**config.mk**
```make
export PLATFORM = sky130hd
export DESIGN_NAME = sics_seq
export DESIGN_NICKNAME = d
export VERILOG_FILES = /design/src/design/sics_pkg.sv /design/src/design/sics_mul.sv /design/src/design/sics_seq.sv
export SDC_FILE = /design/constraint.sdc
export NUM_CORES = 1
export LEC_CHECK = 0
export BUFFER_PORTS_ARGS = -buffer_cell sky130_fd_sc_hd__clkbuf_2
export CAP_MARGIN = 20
export CORE_MARGIN = 2
export CORE_UTILIZATION = 59
export DETAILED_ROUTE_END_ITERATION = 8
export PLACE_DENSITY = 0.83
export SLEW_MARGIN = 10
export SYNTH_ARGS = -nofsm -noshare
export SYNTH_HDL_FRONTEND = slang
export SYNTH_SLANG_ARGS = --single-unit
```
**constraint.sdc**
```tcl
create_clock -name i_clk -period 5.1 [get_ports i_clk]
set_input_delay 0.765 -clock i_clk [delete_from_list [all_inputs] [get_ports i_clk]]
set_output_delay 0.765 -clock i_clk [all_outputs]
set_load 0.01 [all_outputs]
```
**src/design/sics_pkg.sv**
```systemverilog
// Shared constants and types for the stack and interrupt cycle sequencer.
// Assumes one processor clock, one bus cycle per clock edge.
package sics_pkg;

  typedef enum logic [2:0] {
    RETURN_SUB,
    WAIT_FOR_INTERRUPT,
    MULTIPLY_OP,
    INTERRUPT_RETURN,
    SOFTWARE_TRAP
  } sics_op_e;

  typedef enum logic {
    SICS_ST_IDLE,
    SICS_ST_RUN
  } sics_state_e;

  // Cycle counts per instruction
  localparam logic [3:0]  SICS_CYC_RTS       = 4'h5;
  localparam logic [3:0]  SICS_CYC_WAIT      = 4'h9;
  localparam logic [3:0]  SICS_CYC_MUL       = 4'hA;
  localparam logic [3:0]  SICS_CYC_RTI       = 4'hA;
  localparam logic [3:0]  SICS_CYC_TRAP      = 4'hC;
  // Cycle positions
  localparam logic [3:0]  SICS_PUSH_FIRST    = 4'h3;
  localparam logic [3:0]  SICS_PUSH_LAST     = 4'h9;
  localparam logic [3:0]  SICS_TRAP_DUMMY    = 4'hA;
  localparam logic [3:0]  SICS_TRAP_VEC_HI   = 4'hB;
  localparam logic [3:0]  SICS_MUL_STEP_LAST = 4'h9;
  // Addresses
  localparam logic [15:0] SICS_ADDR_DUMMY    = 16'hFFFF;
  localparam logic [15:0] SICS_VEC_HI        = 16'hFFFA;
  localparam logic [15:0] SICS_VEC_LO        = 16'hFFFB;
  // Stack movements
  localparam logic [15:0] SICS_FRAME_SIZE    = 16'h0007;
  localparam logic [15:0] SICS_RTS_SIZE      = 16'h0002;
  // Reset values
  localparam logic [15:0] SICS_RST_WORD      = 16'h0000;
  localparam logic [7:0]  SICS_RST_BYTE      = 8'h00;

endpackage

```
**src/design/sics_mul.sv**
```systemverilog
// Shift-add 8x8 unsigned multiplier, one partial product per step.
// Assumes the caller loads once and then gives exactly eight steps.
module sics_mul
  import sics_pkg::*;
#(
  parameter int WIDTH = 8
) (
  // Clock and reset
  input  wire logic                 i_clk,
  input  wire logic                 i_nrst,
  // Control
  input  wire logic                 i_load,
  input  wire logic                 i_step,
  // Operands
  input  wire logic [WIDTH-1:0]     i_a,
  input  wire logic [WIDTH-1:0]     i_b,
  // Result
  output logic      [2*WIDTH-1:0]   o_prod
);

  if (WIDTH < 2) begin : g_width_check
    $error("sics_mul: WIDTH must be at least 2");
  end

  logic [WIDTH-1:0]   mcand_reg;
  logic [2*WIDTH-1:0] prod_reg;
  logic [WIDTH:0]     sum;

  // Add multiplicand when low bit of multiplier set, then shift right
  always_comb begin
    sum = {1'b0, prod_reg[2*WIDTH-1:WIDTH]} + (prod_reg[0] ? {1'b0, mcand_reg} : '0);
  end

  always_ff @(posedge i_clk) begin
    if (!i_nrst) begin
      mcand_reg <= '0;
      prod_reg  <= '0;
    end else if (i_load) begin
      mcand_reg <= i_a;
      prod_reg  <= {{WIDTH{1'b0}}, i_b};
    end else if (i_step) begin
      prod_reg  <= {sum, prod_reg[WIDTH-1:1]};
    end
  end

  assign o_prod = prod_reg;

endmodule

```
**src/design/sics_seq.sv**
```systemverilog
// Bus cycle sequencer for five inherent stack and interrupt instructions.
// Assumes memory answers reads within the same cycle the address is shown.
// Overview of operation
// - return from subroutine: five reads, pulls return
// - wait for interrupt: nine cycles, seven writes
// - push PC, index, A, B, flags descending
// - multiply: ten cycles, eight dummies at FFFF
// - interrupt return pulls flags, B, A
// - interrupt return pulls index high then low
// - interrupt return pulls PC in cycles 9,10
// - trap: twelve cycles, pushes, dummy at SP-7
// - trap fetches handler from FFFA then FFFB
// - write line low on pushes, high otherwise
module sics_seq
  import sics_pkg::*;
(
  // Clock and reset
  input  wire logic        i_clk,
  input  wire logic        i_nrst,
  // Instruction request
  input  wire logic        i_start,
  input  wire sics_op_e    i_op,
  // Register file seed
  input  wire logic [15:0] i_pc,
  input  wire logic [15:0] i_sp,
  input  wire logic [15:0] i_ix,
  input  wire logic [7:0]  i_acca,
  input  wire logic [7:0]  i_accb,
  input  wire logic [7:0]  i_ccr,
  // Memory bus
  input  wire logic [7:0]  i_rdata,
  output logic      [15:0] o_addr,
  output logic             o_rw,
  output logic      [7:0]  o_wdata,
  output logic      [3:0]  o_cycle,
  // Status
  output logic             o_busy,
  output logic             o_done,
  // Register file result
  output logic      [15:0] o_pc,
  output logic      [15:0] o_sp,
  output logic      [15:0] o_ix,
  output logic      [7:0]  o_acca,
  output logic      [7:0]  o_accb,
  output logic      [7:0]  o_ccr
);

  typedef struct packed {
    sics_state_e st;
    sics_op_e    op;
    logic [3:0]  cyc;
    logic [15:0] addr;
    logic        rw;
    logic [7:0]  wdata;
    logic        busy;
    logic        done;
    logic [15:0] pc;
    logic [15:0] sp;
    logic [15:0] ix;
    logic [7:0]  a;
    logic [7:0]  b;
    logic [7:0]  c;
  } sics_state_s;

  sics_state_s r_reg;
  sics_state_s r_next;
  logic [15:0] prod;
  logic        mul_load, mul_step;

  function automatic logic [3:0] last_cyc(input sics_op_e op);
    case (op)
      RETURN_SUB:         last_cyc = SICS_CYC_RTS;
      WAIT_FOR_INTERRUPT: last_cyc = SICS_CYC_WAIT;
      MULTIPLY_OP:        last_cyc = SICS_CYC_MUL;
      INTERRUPT_RETURN:   last_cyc = SICS_CYC_RTI;
      default:            last_cyc = SICS_CYC_TRAP;
    endcase
  endfunction

  // Address, write line and write data of bus cycle n
  function automatic logic [24:0] bus_plan(input sics_op_e op, input logic [3:0] n,
                                           input logic [15:0] pc, sp, ix,
                                           input logic [7:0] a, b, c);
    logic [15:0] ad;
    logic        rw;
    logic [7:0]  d;
    logic [15:0] ret;
    ad  = SICS_ADDR_DUMMY;
    rw  = 1'b1;
    d   = SICS_RST_BYTE;
    ret = pc + 16'h0001;
    if (n == 4'h1) begin
      ad = pc;
    end else if (n == 4'h2) begin
      ad = ret;
    end else if (op == MULTIPLY_OP) begin
      ad = SICS_ADDR_DUMMY;
    end else if (op == RETURN_SUB || op == INTERRUPT_RETURN) begin
      ad = sp + 16'(n) - 16'(SICS_PUSH_FIRST);
    end else if (n <= SICS_PUSH_LAST) begin
      ad = sp - 16'(n - SICS_PUSH_FIRST);
      rw = 1'b0;
      case (n)
        4'h3:    d = ret[7:0];
        4'h4:    d = ret[15:8];
        4'h5:    d = ix[7:0];
        4'h6:    d = ix[15:8];
        4'h7:    d = a;
        4'h8:    d = b;
        default: d = c;
      endcase
    end else if (n == SICS_TRAP_DUMMY) begin
      ad = sp - SICS_FRAME_SIZE;
    end else if (n == SICS_TRAP_VEC_HI) begin
      ad = SICS_VEC_HI;
    end else begin
      ad = SICS_VEC_LO;
    end
    bus_plan = {ad, rw, d};
  endfunction

  always_comb begin
    r_next   = r_reg;
    r_next.done = 1'b0;
    mul_load = 1'b0;
    mul_step = 1'b0;
    case (r_reg.st)
      SICS_ST_IDLE: begin
        if (i_start) begin
          r_next.st   = SICS_ST_RUN;
          r_next.op   = i_op;
          r_next.cyc  = 4'h1;
          r_next.busy = 1'b1;
          {r_next.pc, r_next.sp, r_next.ix} = {i_pc, i_sp, i_ix};
          {r_next.a, r_next.b, r_next.c}    = {i_acca, i_accb, i_ccr};
          mul_load    = (i_op == MULTIPLY_OP);
          {r_next.addr, r_next.rw, r_next.wdata} =
            bus_plan(i_op, 4'h1, i_pc, i_sp, i_ix, i_acca, i_accb, i_ccr);
        end
      end
      SICS_ST_RUN: begin
        // Pulls from the stack, vector fetch and multiply steps
        case (r_reg.op)
          RETURN_SUB: begin
            if (r_reg.cyc == 4'h4) r_next.pc[15:8] = i_rdata;
            if (r_reg.cyc == 4'h5) r_next.pc[7:0] = i_rdata;
          end
          INTERRUPT_RETURN: begin
            if (r_reg.cyc == 4'h4) r_next.c = i_rdata;
            if (r_reg.cyc == 4'h5) r_next.b = i_rdata;
            if (r_reg.cyc == 4'h6) r_next.a = i_rdata;
            if (r_reg.cyc == 4'h7) r_next.ix[15:8] = i_rdata;
            if (r_reg.cyc == 4'h8) r_next.ix[7:0] = i_rdata;
            if (r_reg.cyc == 4'h9) r_next.pc[15:8] = i_rdata;
            if (r_reg.cyc == 4'hA) r_next.pc[7:0] = i_rdata;
          end
          SOFTWARE_TRAP: begin
            if (r_reg.cyc == SICS_TRAP_VEC_HI) r_next.pc[15:8] = i_rdata;
            if (r_reg.cyc == SICS_CYC_TRAP) r_next.pc[7:0] = i_rdata;
          end
          MULTIPLY_OP: begin
            mul_step = (r_reg.cyc >= 4'h2) && (r_reg.cyc <= SICS_MUL_STEP_LAST);
          end
          default: mul_step = 1'b0;
        endcase
        if (r_reg.cyc == last_cyc(r_reg.op)) begin
          r_next.st    = SICS_ST_IDLE;
          r_next.busy  = 1'b0;
          r_next.cyc   = 4'h0;
          r_next.addr  = SICS_ADDR_DUMMY;
          r_next.rw    = 1'b1;
          r_next.wdata = SICS_RST_BYTE;
          case (r_reg.op)
            RETURN_SUB:         r_next.sp = r_reg.sp + SICS_RTS_SIZE;
            INTERRUPT_RETURN:   r_next.sp = r_reg.sp + SICS_FRAME_SIZE;
            SOFTWARE_TRAP:      r_next.sp = r_reg.sp - SICS_FRAME_SIZE;
            WAIT_FOR_INTERRUPT: begin
              r_next.sp = r_reg.sp - SICS_FRAME_SIZE;
              r_next.pc = r_reg.pc + 16'h0001;
            end
            default: begin
              r_next.pc = r_reg.pc + 16'h0001;
              {r_next.a, r_next.b} = prod;
            end
          endcase
        end else begin
          r_next.cyc  = r_reg.cyc + 4'h1;
          r_next.done = (r_next.cyc == last_cyc(r_reg.op));
          {r_next.addr, r_next.rw, r_next.wdata} =
            bus_plan(r_reg.op, r_next.cyc, r_reg.pc, r_reg.sp, r_reg.ix,
                     r_reg.a, r_reg.b, r_reg.c);
        end
      end
      default: r_next.st = SICS_ST_IDLE;
    endcase
  end

  always_ff @(posedge i_clk) begin
    if (!i_nrst) begin
      r_reg       <= '0;
      r_reg.addr  <= SICS_ADDR_DUMMY;
      r_reg.rw    <= 1'b1;
    end else begin
      r_reg <= r_next;
    end
  end

  sics_mul #(
    .WIDTH (8)
  ) u_mul (
    .i_clk  (i_clk),
    .i_nrst (i_nrst),
    .i_load (mul_load),
    .i_step (mul_step),
    .i_a    (i_acca),
    .i_b    (i_accb),
    .o_prod (prod)
  );

  assign o_addr  = r_reg.addr;
  assign o_rw    = r_reg.rw;
  assign o_wdata = r_reg.wdata;
  assign o_cycle = r_reg.cyc;
  assign o_busy  = r_reg.busy;
  assign o_done  = r_reg.done;
  assign o_pc    = r_reg.pc;
  assign o_sp    = r_reg.sp;
  assign o_ix    = r_reg.ix;
  assign o_acca  = r_reg.a;
  assign o_accb  = r_reg.b;
  assign o_ccr   = r_reg.c;

  // Checks
  logic take, rti_run, trap_run, stk_run;
  assign take     = i_start && !r_reg.busy;
  assign rti_run  = o_busy && r_reg.op == INTERRUPT_RETURN;
  assign trap_run = o_busy && r_reg.op == SOFTWARE_TRAP;
  assign stk_run  = o_busy && (r_reg.op == WAIT_FOR_INTERRUPT || r_reg.op == SOFTWARE_TRAP);
endmodule

```
---- Word level (Yosys, flattened, before mapping) ----
Index checks and enable logic that the tools add are counted.
word-level totals
  register bits after elaboration ......... 131
  output and inout bits ................... 103
operators by class
  add/subtract/negate cells ............... 10
  magnitude comparators ................... 3
  eq/ne operators ......................... 33
  multiplexer cells ....................... 55
  bitwise operators ....................... 2
  reduce and logical (&&, ||, !) cells .... 16
operator list
  operator                 count
  $mux W8                  19
  $mux W16                 9
  $pmux W72 S2             1
  $pmux W16 S3             2
  $mux W72                 1
  $pmux W30 S2             1
  $pmux W8 S6              1
  $mux W40                 1
  $mux W34                 1
  $eq A4 B3 Y1 const B     8
  $eq A4 B4 Y1 const B     8
  $mux W32                 1
  $mux W29                 1
  $add A16 B1 Y16 const B  1
  $add A16 B2 Y16 const B  1
  $add A16 B3 Y16 const B  1
  $add A16 B4 Y16          1
  $sub A16 B16 Y16         1
  $sub A16 B2 Y16 const B  1
  $sub A16 B3 Y16 const B  1
  $mux W1                  12
  $mux W4                  3
  $pmux W4 S3              1
  $reduce_and A3 Y1        4
  other kinds (24)         38

---- Logic depth before layout (Yosys ltp) ----
  depth in word-level cells ............... 11
  depth in mapped cells ................... 15
  gate-level depth less buffers ........... 13

---- By module ----
Synthesis repeated with hierarchy kept, for this count alone.
unflattened totals
  cells, all modules ...................... 1618
  area total of the unflattened synthesis .. 12300.5 µm²
modules (own cells, without submodules)
  module    times used  cells each  area an instance (µm²)  seq. area each (µm²)
  sics_seq  1           1475        10956.8                 2142.1
  sics_mul  1           143         1343.8                  480.5

---- Worst setup path after synthesis ----
Ideal clock, no wire load.
  path kind ............................... register to register
  start ................................... register r_reg, in the netlist o_cycle[1]
  end ..................................... register r_reg, in the netlist o_addr[15]
  library setup time ...................... 0.130 ns
  arrival time ............................ 3.804 ns
  path slack .............................. 1.166 ns
  cell stages (with the launch flop) ...... 14
  clock period less this slack ............ 3.934 ns
  cells stage by stage .................... dfxtp_1 > ha_1 > buf_4 > xor2_1 > nor3_4 > nand2b_1 > ha_1 > a211oi_2 > nor3_1 > or3_1 > a221oi_1 > xnor3_1 > a2111oi_1 > o211ai_1
between the ends
  cells in the longest elaborated chain, start to end .. 10
ends and longest elaborated chain
  item                                                     RTL line         RTL
  from (decl)                                              sics_seq.sv:65   sics_state_s r_reg;
  from (signal assigned)                                   sics_seq.sv:204  r_reg <= r_next;
  branches (longest 8 deep; another with $add A16 B4 Y16)  n/a
  $mux W29 (*)                                             sics_seq.sv:166  if (r_reg.cyc == last_cyc(r_reg.op)) begin
  $pmux W30 S2 (*)                                         sics_seq.sv:127  case (r_reg.st)
Every way passes the cells marked *.
A chain may end at the register's enable or synchronous reset.

---- Worst setup path in the final report ----
Same ends and word-level chain as after synthesis.

==> flow_summary_export.csv <==
group,metric,value,unit
clock_network,postCtsSetupBuffers,0,
finish,area_delta_synth_final,5.605,%
placement,io_buffers,188,
pwr,powerDensity,279.4,mW/mm²
logic_synthesis,synth-simple-area-share,19.15,%
logic_synthesis,synth-compound-area-share,28.22,%
pwr,ir_drop,0.2348,mV
clock_network,root_buffer,"clkbuf_16",
finish,finish.net_count,1760,
drt,drc,0,
pwr,clkPwrFrac,35.8,%
logic_synthesis,synth_cells,1580,
die,core,0.02017,mm²
pwr,switching_share,36.95,%
timing,min_period_over_period,86.68,%
logic_synthesis,synth-seq-cells,131,
critical_path,cp_max_fo,13,
global_route,grt-ovfl-total,0,
clock_network,insertion_delay,0.44,ns
logic_synthesis,syn_area,0.01212,mm²
critical_path,reg2reg_from,"o_cycle[1]",
logic_synthesis,ys_warn_count,0,
timing,finClkSkew,0.01328,ns
timing,clock.fmax,0.2262,GHz
critical_path,arrival,4.73,ns
critical_path,start_kind,"register",
outcome,status,"finished clean",
drt,drtIter0Drc,1940,
pwr,seqPwrFrac,34.6,%
pwr,combPwrFrac,29.6,%
drt,wl_per_cell,21.94,µm
die,io_pins,189,
logic_synthesis,ys.flop_type,"dfxtp_1",
die,die_h,147.3,µm
clock_network,cts.repair.resized,0,
timing,timing_hold_violations_final,0,
finish,multiInputGateArea,0.007968,mm²
logic_synthesis,synth-edff-count,0,
timing,maxSlewViolCount,0,
clock_network,htree_levels,4,
logic_synthesis,synthMuxAreaShare,4.758,%
finish,antenna_cells,0,
die,fp.dieArea,0.02171,mm²
placement,dp_hpwl,30.29,mm
clock_network,hold_buffers,0,
finish,drive_above_1_share,17.94,%
clock_network,cts_made_buffers,17,
global_route,grt_pass1_wl,63.63,mm
critical_path,crit_path_end_kind,"register",
pwr,p_int,0.002255,W
finish,fin_area,0.01280,mm²
drt,routed_wl,41.26,mm
timing,tightest_slew,1.084,ns
timing,rsz0062_at_grt,"no",
run,maxCapViolations,0,
timing,max-slew-margin-rel,27.72,%
global_route,grt_antenna_before_repair,0,
placement,place_area,0.01221,mm²
critical_path,critPathLaunch,"o_cycle[1]",
drt,vias,12627,
timing,min_period,4.420,ns
clock_network,clock_path_buffers,2,
drt,vias_per_cell,6.713,
global_route,grt_usage,36.91,%
logic_synthesis,ys_seq_area_share,21.64,%
logic_synthesis,synth_area_per_cell,7.672,µm²
logic_synthesis,synth-async-reset-ratio,0,%
logic_synthesis,ys_types,97,
critical_path,path_class,"reg2reg",
clock_network,cts_tree,"built",
hold_path,hp-start,"u_mul.mcand_reg[4]",
global_route,grt_max_degree,76,
logic_synthesis,synthAdderAreaFrac,8.031,%
placement,place_congestion,1.001,
die,rows,52,
logic_synthesis,synth-xor-area-share,5.471,%
die,initial_core_util,60.10,%
pwr,leakagePower,5.235,nW
global_route,first_global_vias,11444,
timing,setup_tns,0,ns
die,die_x,147.3,µm
critical_path,cp.required,5.41,ns
hold_path,min_path_type,"reg2reg",
timing,finalSetupViolations,0,
clock_network,cts.sinks,131,
finish,fillerInstances,1804,
logic_synthesis,syn_nets,1742,
pwr,switchingPower,0.001322,W
drt,drt_first_pass_iters,7,
finish,regArea,0.002624,mm²
logic_synthesis,synth_top_family_by_area,"compound AO/OA/AOI/OAI gates",
clock_network,path_clk_slew,0.07,ns
drt,final_antenna_net_count,0,
## metrics by stage
step	hold WS [ns]	util (%)	power [W]	worst slack, ns	instances
finish	0.4530	63.47	0.003576	0.6795	1881
detailed placement	0.4456	60.53	0.002273	0.7500	1849
floorplan	0.4263	-	0.002023	1.166	1580
CTS	0.4545	63.47	0.003535	0.7194	1881
global route	0.4806	63.47	0.003712	0.4807	1881
global placement	0.4372	60.45	0.002257	0.9225	1848
## cells in the final DEF, fill, tap and decap left out, types with 32 or more instances in the layout
cell type	count
a211oi_1	78
o21ai_0	88
nand2_1	139
a21oi_1	146
xnor2_1	51
inv_1	50
clkbuf_2	188
o22ai_1	32
ha_1	73
dfxtp_1	130
mux2i_1	43
nor2_1	129
## power groups by stage
stage / clock network [W] / logic, W / registers [W]
3_3_place_gp: 0 / 0.00101 / 0.00125
6_report: 0.00128 / 0.00106 / 0.00124
2_1_floorplan: 0 / 0.000845 / 0.00118
4_1_cts: 0.00127 / 0.00103 / 0.00123
3_5_place_dp: 0 / 0.00102 / 0.00125
5_1_grt: 0.00132 / 0.00115 / 0.00125
## worst paths after layout
kind,to,slack [ns],cells past startpoint
setup / recovery,o_addr[15],0.68,12
hold / removal,u_mul.mcand_reg[4],0.45,2
setup reg to reg,o_addr[15],0.68,12
hold reg to reg,u_mul.mcand_reg[4],0.45,2
## layout make-up
class                   instances  share of cell area (%)
inverters                      52                   1.525
clock buffers                  19                   3.460
repair buffers                206                   8.464
well taps                     270                   2.639
multi-input cells            1190                   62.24
clock inverters                13                   1.173
flip-flops and latches        131                   20.50
## synth_stat cells (17+ instances only)
| cell | number | area (µm²) |
|---|---|---|
| a211oi_1 | 78 | 585.6 |
| a21oi_1 | 147 | 735.7 |
| a221oi_1 | 25 | 219.0 |
| a31oi_1 | 27 | 168.9 |
| and3_1 | 24 | 150.1 |
| buf_2 | 17 | 85.08 |
| buf_4 | 103 | 773.2 |
| clkbuf_1 | 63 | 236.5 |
| dfxtp_1 | 131 | 2623 |
| ha_1 | 73 | 913.4 |
| inv_1 | 52 | 195.2 |
| mux2i_1 | 43 | 430.4 |
| nand2_1 | 139 | 521.8 |
| nand3_1 | 27 | 135.1 |
| nor2_1 | 130 | 488.0 |
| nor2b_1 | 29 | 181.4 |
| nor3_1 | 21 | 105.1 |
| o21ai_0 | 88 | 440.4 |
| o22ai_1 | 32 | 200.2 |
| xnor2_1 | 51 | 446.7 |
| xor2_1 | 19 | 166.4 |
## critical path, cell delays in order, from the launching register on
cell and delay [ns]:
dfxtp_1 0.62, ha_1 0.38, and3b_1 0.44, nor3_4 0.09, nand2b_1 0.49, ha_1 0.45, a211oi_2 0.29, nor3_1 0.07
or3_1 0.31, a221oi_1 0.35, xnor3_1 0.27, a2111oi_1 0.43, o211ai_1 0.12
## metal layers
metal	share of wire, %	vias up	wire length (µm)	track usage (%)
li1	-	5719	-	-
met1	40	5825	16360	50.68
met2	44	916	18000	56.26
met3	12	167	5061	7.422
met4	4.5	0	1844	16.11
met5	0	-	0	0
## cells by family after synthesis
| group | after synthesis |
|---|---|
| AO/OA/AOI/OAI | 518 |
| XOR/XNOR | 72 |
| adder cells (fa/ha/maj) | 76 |
| buffers and inverters | 259 |
| flip-flops | 131 |
| multiplexers | 56 |
| AND/OR/NAND/NOR | 468 |
No activity file was read; power rests on OpenSTA's default activity.
